`src/rtl/node_phy_pkg.sv`:
```
package node_phy_pkg;

	localparam logic [11:0] node_identity_off       = 12'h0e8;
	localparam logic [11:0] phy_register_access_off = 12'h0ec;

	// node identity fields
	localparam int node_id_valid_bit  = 31;
	localparam int root_bit           = 30;
	localparam int cable_power_ok_bit = 27;
	localparam int bus_segment_lsb    = 6;
	localparam int bus_segment_w      = 10;
	localparam int node_index_lsb     = 0;
	localparam int node_index_w       = 6;
	localparam logic [9:0] bus_segment_reset = 10'h3ff;
	localparam logic [5:0] node_index_reset  = 6'h3f;

	// phy access fields
	localparam int read_complete_bit = 31;
	localparam int resp_index_lsb    = 24;
	localparam int resp_value_lsb    = 16;
	localparam int read_request_bit  = 15;
	localparam int write_request_bit = 14;
	localparam int target_index_lsb  = 8;
	localparam int write_value_lsb   = 0;
	localparam logic [31:0] phy_access_reset = 32'h0000_0000;

	// request towards the phy core
	typedef struct packed {
		logic       valid;
		logic       write;
		logic [3:0] index;
		logic [7:0] value;
	} phy_req_t;

	// register transfer coming back from the phy core
	typedef struct packed {
		logic       valid;
		logic [3:0] index;
		logic [7:0] value;
	} phy_resp_t;

	// identity events from the phy core
	typedef struct packed {
		logic       bus_reset;
		logic       self_id_done;
		logic [5:0] node_index;
		logic       is_root;
		logic       cable_power_ok;
	} phy_status_t;

	typedef enum logic [1:0] {
		req_idle = 2'b00,
		req_send = 2'b01,
		req_wait = 2'b10
	} req_state_t;

endpackage : node_phy_pkg

```
`src/rtl/node_phy_regs.sv`:
```
// Added by the designer: the APB interface to the registers.
module node_phy_regs
	import node_phy_pkg::*;
(
	input  wire logic                   pclk,
	input  wire logic                   presetn,
	input  wire logic                   psel,
	input  wire logic                   penable,
	input  wire logic                   pwrite,
	input  wire logic [11:0]            paddr,
	input  wire logic [31:0]            pwdata,
	output logic [31:0]                 prdata,
	output logic                        pready,
	output logic                        pslverr,
	input  node_phy_pkg::phy_status_t   phy_status,
	input  node_phy_pkg::phy_resp_t     phy_resp,
	input  wire logic                   phy_req_ready,
	output node_phy_pkg::phy_req_t      phy_req,
	output logic [15:0]                 node_id
);
	import node_phy_pkg::*;

	////////////////////////////////////////////////////////////////////
	// identity state
	logic       node_id_valid;
	logic       root;
	logic       cable_power_ok;
	logic [9:0] bus_segment_id;
	logic [5:0] phys_node_index;

	// phy access state
	logic       phy_read_complete;
	logic [3:0] phy_resp_reg_index;
	logic [7:0] phy_resp_value;
	logic       phy_read_request;
	logic       phy_write_request;
	logic [3:0] phy_target_index;
	logic [7:0] phy_write_value;
	logic       busy;
	logic       start;
	logic       sent;

	logic       wr_access;
	logic       rd_access;
	logic       hit_identity;
	logic       hit_access;
	logic       set_req;
	logic [31:0] next_prdata;

	assign wr_access    = psel && penable && pwrite;
	assign rd_access    = psel && !penable && !pwrite;
	assign hit_identity = paddr == node_identity_off;
	assign hit_access   = paddr == phy_register_access_off;
	assign set_req      = wr_access && hit_access
		&& (pwdata[read_request_bit] || pwdata[write_request_bit]);
	assign start        = (phy_read_request || phy_write_request) && !busy;

	////////////////////////////////////////////////////////////////////
	// apb answers in the access phase with no wait state
	always_ff @(posedge pclk or negedge presetn)
	begin
		if (!presetn)
			pready <= 1'b0;
		else
			pready <= psel && !penable;
	end

	always_ff @(posedge pclk or negedge presetn)
	begin
		if (!presetn)
			pslverr <= 1'b0;
		else
			pslverr <= psel && !penable && !hit_identity && !hit_access;
	end

	always_comb
	begin
		next_prdata = 32'h0000_0000;
		if (hit_identity)
		begin
			// reserved bits stay zero
			next_prdata[node_id_valid_bit]  = node_id_valid;
			next_prdata[root_bit]           = root;
			next_prdata[cable_power_ok_bit] = cable_power_ok;
			next_prdata[bus_segment_lsb +: bus_segment_w] = bus_segment_id;
			next_prdata[node_index_lsb +: node_index_w]   = phys_node_index;
		end
		else if (hit_access)
		begin
			// reserved bits stay zero
			next_prdata[read_complete_bit]   = phy_read_complete;
			next_prdata[resp_index_lsb +: 4] = phy_resp_reg_index;
			next_prdata[resp_value_lsb +: 8] = phy_resp_value;
			next_prdata[read_request_bit]    = phy_read_request;
			next_prdata[write_request_bit]   = phy_write_request;
			next_prdata[target_index_lsb +: 4] = phy_target_index;
			next_prdata[write_value_lsb +: 8]  = phy_write_value;
		end
	end

	always_ff @(posedge pclk or negedge presetn)
	begin
		if (!presetn)
			prdata <= 32'h0000_0000;
		else if (rd_access)
			prdata <= next_prdata;
	end

	////////////////////////////////////////////////////////////////////
	// identity register
	always_ff @(posedge pclk or negedge presetn)
	begin
		if (!presetn)
			node_id_valid <= 1'b0;
		else if (phy_status.self_id_done)
			node_id_valid <= 1'b1;
		else if (phy_status.bus_reset)
			node_id_valid <= 1'b0;
	end

	always_ff @(posedge pclk or negedge presetn)
	begin
		if (!presetn)
			root <= 1'b0;
		else if (phy_status.bus_reset)
			root <= phy_status.is_root;
	end

	always_ff @(posedge pclk or negedge presetn)
	begin
		if (!presetn)
			cable_power_ok <= 1'b0;
		else
			cable_power_ok <= phy_status.cable_power_ok;
	end

	always_ff @(posedge pclk or negedge presetn)
	begin
		if (!presetn)
			bus_segment_id <= bus_segment_reset;
		else if (wr_access && hit_identity)
			bus_segment_id <= pwdata[bus_segment_lsb +: bus_segment_w];
	end

	always_ff @(posedge pclk or negedge presetn)
	begin
		if (!presetn)
			phys_node_index <= node_index_reset;
		else if (phy_status.self_id_done)
			phys_node_index <= phy_status.node_index;
	end

	always_ff @(posedge pclk or negedge presetn)
	begin
		if (!presetn)
			node_id <= {bus_segment_reset, node_index_reset};
		else
			node_id <= {bus_segment_id, phys_node_index};
	end

	////////////////////////////////////////////////////////////////////
	// phy access register
	always_ff @(posedge pclk or negedge presetn)
	begin
		if (!presetn)
		begin
			phy_target_index <= phy_access_reset[target_index_lsb +: 4];
			phy_write_value  <= phy_access_reset[write_value_lsb +: 8];
		end
		else if (wr_access && hit_access)
		begin
			phy_target_index <= pwdata[target_index_lsb +: 4];
			phy_write_value  <= pwdata[write_value_lsb +: 8];
		end
	end

	// software sets while not busy, hardware clears once sent; a set during busy is ignored
	always_ff @(posedge pclk or negedge presetn)
	begin
		if (!presetn)
		begin
			phy_read_request  <= phy_access_reset[read_request_bit];
			phy_write_request <= phy_access_reset[write_request_bit];
		end
		else if (set_req && !busy)
		begin
			phy_read_request  <= pwdata[read_request_bit];
			phy_write_request <= pwdata[write_request_bit];
		end
		else if (sent)
		begin
			phy_read_request  <= 1'b0;
			phy_write_request <= 1'b0;
		end
	end

	// request in flight; ignored sets while busy
	always_ff @(posedge pclk or negedge presetn)
	begin
		if (!presetn)
			busy <= 1'b0;
		else if (start)
			busy <= 1'b1;
		else if (sent)
			busy <= 1'b0;
	end

	always_ff @(posedge pclk or negedge presetn)
	begin
		if (!presetn)
			phy_read_complete <= phy_access_reset[read_complete_bit];
		else if (phy_resp.valid)
			phy_read_complete <= 1'b1;
		else if (set_req)
			phy_read_complete <= 1'b0;
	end

	always_ff @(posedge pclk or negedge presetn)
	begin
		if (!presetn)
		begin
			phy_resp_reg_index <= phy_access_reset[resp_index_lsb +: 4];
			phy_resp_value     <= phy_access_reset[resp_value_lsb +: 8];
		end
		else if (phy_resp.valid)
		begin
			phy_resp_reg_index <= phy_resp.index;
			phy_resp_value     <= phy_resp.value;
		end
	end

	////////////////////////////////////////////////////////////////////
	// write wins if software broke exclusivity
	phy_req_sender u_sender (
		.pclk          (pclk),
		.presetn       (presetn),
		.start         (start),
		.start_write   (phy_write_request),
		.start_index   (phy_target_index),
		.start_value   (phy_write_value),
		.phy_req_ready (phy_req_ready),
		.phy_req       (phy_req),
		.sent          (sent)
	);

endmodule : node_phy_regs

```
`src/rtl/phy_req_sender.sv`:
```
// hands one request to the phy core and waits for its acceptance
module phy_req_sender
	import node_phy_pkg::*;
(
	input  wire logic                   pclk,
	input  wire logic                   presetn,
	input  wire logic                   start,
	input  wire logic                   start_write,
	input  wire logic [3:0]             start_index,
	input  wire logic [7:0]             start_value,
	input  wire logic                   phy_req_ready,
	output node_phy_pkg::phy_req_t      phy_req,
	output logic                        sent
);
	import node_phy_pkg::*;

	req_state_t state;

	always_ff @(posedge pclk or negedge presetn)
	begin
		if (!presetn)
		begin
			state   <= req_idle;
			phy_req <= '0;
			sent    <= 1'b0;
		end
		else
		begin
			sent <= 1'b0;
			case (state)
				req_idle:
				begin
					if (start)
					begin
						// one transaction with index and, for writes, data
						phy_req.valid <= 1'b1;
						phy_req.write <= start_write;
						phy_req.index <= start_index;
						phy_req.value <= start_write ? start_value : 8'h00;
						state         <= req_send;
					end
				end
				req_send:
				begin
					if (phy_req_ready)
					begin
						phy_req.valid <= 1'b0;
						sent          <= 1'b1;
						state         <= req_wait;
					end
				end
				req_wait:
					state <= req_idle;
				default:
					state <= req_idle;
			endcase
		end
	end

endmodule : phy_req_sender

```
`config.mk`:
```
export PLATFORM = sky130hd
export DESIGN_NAME = node_phy_regs
export DESIGN_NICKNAME = d
export VERILOG_FILES = /design/src/rtl/node_phy_pkg.sv /design/src/rtl/node_phy_regs.sv /design/src/rtl/phy_req_sender.sv
export SDC_FILE = /design/constraint.sdc
export NUM_CORES = 1
export LEC_CHECK = 0
export BUFFER_PORTS_ARGS = -buffer_cell sky130_fd_sc_hd__buf_4
export CORE_UTILIZATION = 25
export DETAILED_ROUTE_END_ITERATION = 8
export GPL_TIMING_DRIVEN = 0
export PLACE_DENSITY = 0.49
export SLEW_MARGIN = 25
export SYNTH_ARGS = -nofsm -noshare
export SYNTH_HDL_FRONTEND = slang
export SYNTH_SLANG_ARGS = --single-unit
```
`constraint.sdc`:
```
create_clock -name pclk -period 3.2 [get_ports pclk]
set_clock_uncertainty 0.1 [all_clocks]
set_input_delay 0.48 -clock pclk [delete_from_list [all_inputs] [get_ports pclk]]
set_output_delay 0.48 -clock pclk [all_outputs]
set_load 0.005 [all_outputs]
```
==> flow_summary.json, run 1 <==
{
  "status": "finished, final reports clean",
  "io_buffers": 117,
  "synthTopCellsByCount": "dfrtp_1, mux2_2, dfstp_2",
  "synth_top_area_share": 0.4780,
  "drc": 0,
  "ant_nets": 0,
  "worst_pin_slew_ns": 0.8926,
  "ys_top_cells_by_area": "dfrtp_1, dfstp_2, mux2_2",
  "leakage_nw": 2.747,
  "cts_resized": 0,
  "yosysTopAreaCell": "dfrtp_1",
  "layout.nets": 483,
  "cp.arrival_ns": 2.71,
  "worstSetupPathType": "input port to flop",
  "seq_area_frac_synth": 0.6788,
  "syn_avg_cell_area_um2": 14.90,
  "place_congestion": 0.7094,
  "cap_violations": 0,
  "utilization": 0.3512,
  "peakVddDrop_v": 0.0003280,
  "synth.distinct_cells": 33,
  "period_minus_slack_ns": 2.536,
  "clk_pin_slew_ns": 0.07,
  "avgRoutedWirePerCell_um": 16.33,
  "critPathMaxFanout": 10,
  "grt.total_usage": 0.1293,
  "hold_viol_final": 0,
  "p_sw_frac": 0.2202,
  "r2r_slack_ns": 0.92,
  "dpl.hpwl_um": 7143,
  "wl_um": 10310,
  "clockBufferDepth": 2,
  "cts.sinks": 112,
  "hp-class": "input port to flop",
  "setup_tns_ns": 0,
  "synthCells": 281,
  "grt_pass1_wl_um": 16890,
  "antenna_found_initial": 0,
  "synth_warnings": 0,
  "combPwrFrac": 0.070,
  "cp.required_ns": 3.38,
  "post-cts-setup-buffers": 0,
  "worstHoldStart": "phy_status[0]",
  "min_to": "cable_power_ok",
  "postCtsHoldBufs": 0,
  "pre_cts_ws_ns": 0.2123,
  "synthFlopType": "dfrtp_1",
  "yosysMostFrequentCell": "dfrtp_1",
  "period_share": 0.7925,
  "diodes": 0,
  "cts_buffers": 9,
  "vias": 2743,
  "synthArstFlopShare": 1.000,
  "io_pins": 137,
  "grt_pass1_vias": 2969,
  "hold-worst-slack_ns": 0.1392,
  "die_x_um": 131.4,
  "report.final.slew_viol_count": 0,
  "worstSkewPairLatency_ns": 0.34,
  "syn_area_um2": 4188,
  "synth_enable_flop_cells": 0,
  "routed_via_density": 4.347,
  "first_pass_iters": 4,
  "drtIter0Drc": 93,
  "p_switching_w": 0.0006316,
  "h-tree-depth": 3,
  "setup_ws_ns": 0.6641,
  "rsz0062_at_grt": "false",
  "grt_max_degree": 113,
  "die_y_um": 131.4,
  "area_delta_synth_final_pct": 35.14,
  "fp.dieArea_um2": 17270,
  "r2r-end": "u_sender.phy_req[3]",
  "finalSetupViolCount": 0,
  "reg2reg_depth": 5,
  "start_kind": "input port",
  "final_layout_size_suffix_gt1_frac": 0.5398,
  "core_um2": 16120,
  "fin_total_pwr_w": 0.002868,
  "hold_depth": 1,
  "pwr-share-seq": 0.529,
  "powerDensity_nw_per_um2": 506.9,
  "clockRootBuffer": "clkbuf_16",
  "row_count": 46,
  "pwr-share-clk": 0.400,
  "r2r_start": "u_sender.state[1]",
  "internal_power_w": 0.002237,
  "start_util": 0.2599,
  "gr-total-overflow": 0,
  "slew_headroom": 0.4004,
  "crit_path_end_kind": "flop",
  "cts_tree": "yes",
  "synth_seq_cells": 112,
  "max_freq_ghz": 0.3943
}
[critical path, cell delays in order]
cell and delay, ns:
buf_4 0.11, or4_4 0.55, or2_1 0.23, buf_2 0.17
nor4_4 0.75, mux2_2 0.41
[cell usage in the layout (no fill, tap or decap), drive strengths merged]
master    count
bufinv        1
a22o         14
dfstp        32
nor2b         1
clkinvlp      1
a221o        16
a21o          2
clkbuf       20
nand3         9
nand3b        1
nand2b        2
o21ai         5
nand2        20
mux2         45
inv           6
nor4          4
a21oi         1
nor3          2
a31o          1
conb          2
clkinv        1
and2         16
nand4b        1
or4           1
and3b         1
o21a          1
buf         124
nand4         1
or2           1
nor2          2
dfrtp        80
or3b          1
[power groups by stage]
stage | Sequential [W] | Clock (W) | Combinational, W
floorplan | 0.00154 | 0 | 0.0000729
global placement | 0.00154 | 0 | 0.000202
detailed placement | 0.00155 | 0 | 0.000207
CTS | 0.00152 | 0.00120 | 0.000208
global route | 0.00153 | 0.00125 | 0.000223
finish | 0.00152 | 0.00115 | 0.000202
[cells by family after synthesis]
family,synth area share
AO/OA/AOI/OAI,0.08216
other,0.0008955
AND/OR/NAND/NOR,0.09531
multiplexers,0.1210
flip-flops,0.6788
buffers and inverters,0.02181
[per-layer routing]
layer,track usage,part of all wire,up-vias
li1,-,-,1272
met1,0.1606,0.44,1391
met2,0.2102,0.49,68
met4,0.05103,0.022,0
met3,0.03781,0.043,12
met5,0,0,-
[registers in the layout, indices dropped and copies added, names as in the netlist, 2 cells and up]
signal / flops
phy_resp_reg_index: 4
node_id: 16
phy_write_value: 8
prdata: 30
u_sender.phy_req: 14
phy_resp_value: 8
u_sender.state: 2
phy_target_index: 4
bus_segment_id: 10
phys_node_index: 6
[through the flow]
step / cells / instance area [um^2]
floorplan: 282 / 4192
global placement: 615 / 5340
detailed placement: 615 / 5349
CTS: 631 / 5657
global route: 631 / 5659
finish: 631 / 5659
[cell type report]
type / count / area, um^2
timing repair buffer: 117 / 884.6
clock inverter: 4 / 51.30
clock buffer: 12 / 256.5
sequential: 112 / 2843
tap: 216 / 270.3
multi-input combinational: 150 / 1262
inverter: 5 / 18.77
fill: 1613 / 10460
buffer: 15 / 72.57
[worst max path at each step]
stage              from                end  cells past startpoint
6_report       paddr[9]  bus_segment_id[1]                      6
5_1_grt        paddr[9]         prdata[15]                      7
4_1_cts        paddr[9]  bus_segment_id[9]                      6
3_5_place_dp   paddr[9]  bus_segment_id[9]                      6
3_3_place_gp   paddr[9]  bus_segment_id[0]                      6
2_1_floorplan  paddr[9]  bus_segment_id[0]                      5
(Power assumes the default switching activity.)
==> run 2, diff against run 1 <==
--- a/config.mk
+++ b/config.mk
@@ -5,6 +5,7 @@
 export SDC_FILE = /design/constraint.sdc
 export NUM_CORES = 1
 export LEC_CHECK = 0
+export ABC_AREA = 1
 export BUFFER_PORTS_ARGS = -buffer_cell sky130_fd_sc_hd__buf_4
 export CORE_UTILIZATION = 25
 export DETAILED_ROUTE_END_ITERATION = 8
==> constraint.sdc (replaced) <==
create_clock -name pclk -period 2.6 [get_ports pclk]
set_clock_uncertainty 0.1 [all_clocks]
set_input_delay 0.39 -clock pclk [delete_from_list [all_inputs] [get_ports pclk]]
set_output_delay 0.39 -clock pclk [all_outputs]
set_load 0.005 [all_outputs]
==> run 2 against run 1 <==
Synthesized cell count increased by 67%. Critical path type is now flop to flop. Final cell count grew 31%. Critical endpoint is now u_sender.phy_req[7]. Routed wire length increased by 16%. Hold slack got worse by 0.093 ns.
==> flow_summary.json, run 2 <==
{
  "critPathMostFrequentCell": "nand2_1",
  "max_freq_ghz": 0.6216,
  "first_pass_iters": 4,
  "slew_headroom": 0.4071,
  "yosysTopAreaCell": "dfrtp_1",
  "area_delta_synth_final_pct": 32.66,
  "setup_ws_ns": 0.9912,
  "seq_area_frac_synth": 0.6268,
  "die_x_um": 136.7,
  "synth_enable_flop_cells": 0,
  "clockRootBuffer": "clkbuf_16",
  "start_util": 0.2595,
  "start_kind": "flop",
  "wl_met2_um": 5839,
  "synth_top_area_share": 0.4414,
  "synthTopCellsByCount": "nand2_1, dfrtp_1, inv_1",
  "synth_compound_area_frac": 0.09048,
  "clk_pin_slew_ns": 0.07,
  "diodes": 0,
  "cap_violations": 0,
  "report.final.slew_viol_count": 0,
  "hold_viol_final": 0,
  "grt_pass1_wl_um": 19010,
  "synth_top_family_by_area": "simple AND/OR/NAND/NOR gates",
  "post-cts-setup-buffers": 0,
  "layout.nets": 672,
  "drt-met1-wl_um": 5198,
  "period_share": 0.6188,
  "ys_top_cells_by_area": "dfrtp_1, dfstp_2, nand2_1",
  "io_pins": 137,
  "worst_pin_slew_ns": 0.8894,
  "crit_chain": "inv_1 > o21ai_1 > nor2_1 > inv_2 > buf_2 > nand2_1 > nand2_1",
  "yosysMostFrequentCell": "nand2_1",
  "cp.required_ns": 2.74,
  "wl_um": 11930,
  "place_congestion": 0.7455,
  "pre_cts_ws_ns": 0.8161,
  "synth.distinct_cells": 30,
  "worstSetupPathType": "flop to flop",
  "cts_buffers": 9,
  "syn_avg_cell_area_um2": 9.671,
  "max_stage_delay_ns": 0.36,
  "cp_slowest_cell": "dfrtp_1",
  "finalSetupViolCount": 0,
  "layout_commonest_cell": "nand2_1",
  "cts_tree": "yes",
  "vias": 3487,
  "antenna_found_initial": 0,
  "gr-total-overflow": 0,
  "clockBufferDepth": 2,
  "synthMuxAreaShare": 0.002483,
  "setup_tns_ns": 0,
  "top_layer_used": "met4",
  "cts_resized": 0,
  "syn_area_um2": 4536,
  "rsz0062_at_grt": "false",
  "synth_adder_area_share": 0,
  "routed_via_density": 4.206,
  "largest_reg_flops": 30,
  "leakage_nw": 3.055,
  "period_minus_slack_ns": 1.609,
  "synthCells": 469,
  "yosys.area_share.simple": 0.2083,
  "row_count": 48,
  "die_y_um": 136.7,
  "dpl.hpwl_um": 8750,
  "fin_total_pwr_w": 0.003447,
  "cp.arrival_ns": 1.75,
  "synthArstFlopShare": 1.000,
  "hp-class": "input port to asynchronous set/reset pin",
  "io_buffers": 118,
  "final_layout_size_suffix_gt1_frac": 0.3526,
  "synth_xor_area_frac": 0,
  "grt.total_usage": 0.1356,
  "avgRoutedWirePerCell_um": 14.39,
  "met3_wirelength_um": 749,
  "synth_seq_cells": 112,
  "powerDensity_nw_per_um2": 572.9,
  "postCtsHoldBufs": 0,
  "critPathMaxFanout": 10,
  "synthFlopType": "dfrtp_1",
  "fp.dieArea_um2": 18690,
  "core_um2": 17480,
  "status": "finished, final reports clean",
  "drc": 0,
  "worstSkewPairLatency_ns": 0.35,
  "utilization": 0.3443,
  "ant_nets": 0,
  "cts.sinks": 112,
  "grt_max_degree": 113,
  "h-tree-depth": 3,
  "crit_path_end_kind": "flop",
  "grt_pass1_vias": 3625,
  "layout_common_cells": "nand2_1, buf_4, dfrtp_1",
  "regMostFlops": "prdata",
  "drtIter0Drc": 151,
  "peakVddDrop_v": 0.0002894,
  "synth_warnings": 0,
  "top_regs": "prdata: 30 flops, node_id: 16 flops, u_sender.phy_req: 14 flops"
}
[run 2: critical path, delay by kind of cell (launching register included)]
kind | cells | cell delay (ns)
DFF | 1 | 0.36
buffers and inverters | 3 | 0.46
and+or+nand+nor | 3 | 0.45
AOI/OAI and AO/OA | 1 | 0.14
[run 2: metal layers]
layer  up-vias  GRT usage
met4         0    0.03148
met2       102     0.2284
met3         9    0.03963
met5         -          0
li1       1716          -
met1      1660     0.1700
[run 2: stage by stage]
step           cell area (um^2)  std cells  hold slack, ns
6_report                   6017        829         0.04660
5_1_grt                    6017        829         0.02968
4_1_cts                    6015        829         0.03300
3_5_place_dp               5710        813          0.2584
3_3_place_gp               5707        813          0.2561
2_1_floorplan              4539        470       -0.005591
[run 2: worst paths after layout]
kind                                        end                from  cells past startpoint  slack [ns]
min in group pclk                cable_power_ok       phy_status[0]                      1        0.05
max reg2reg                 u_sender.phy_req[7]                busy                      7        0.99
min                        u_sender.phy_req[10]             presetn                      1        0.05
max                         u_sender.phy_req[7]                busy                      7        0.99
max in group asynchronous             prdata[1]             presetn                      1        1.73
min reg2reg                          node_id[3]  phys_node_index[3]                      0        0.27
[run 2: cells by family (layout without fill, tap and decap cells)]
kind of cell | count (synthesis) | after routing
AOI/OAI and AO/OA | 66 | 66
and+or+nand+nor | 216 | 216
other | 1 | 2
DFF | 112 | 112
muxes | 1 | 1
buffers and inverters | 73 | 207
[run 2: where the power goes]
group	leakage, nW	internal [W]	switching [W]
sequential	1.41	0.00180	0.0000142
combinational	1.50	0.0000937	0.000125
clock	0.149	0.000778	0.000640
total	3.06	0.00267	0.000779
[run 2: layout make-up]
cell class	instances	area, um^2
plain buffers	19	120.1
clock buffers	10	239.0
clock inverters	6	65.06
fillers	1834	11460
inverters	54	202.7
multi-input cells	285	1374
flip-flops and latches	112	2843
well taps	225	281.5
repair buffers	118	892.1
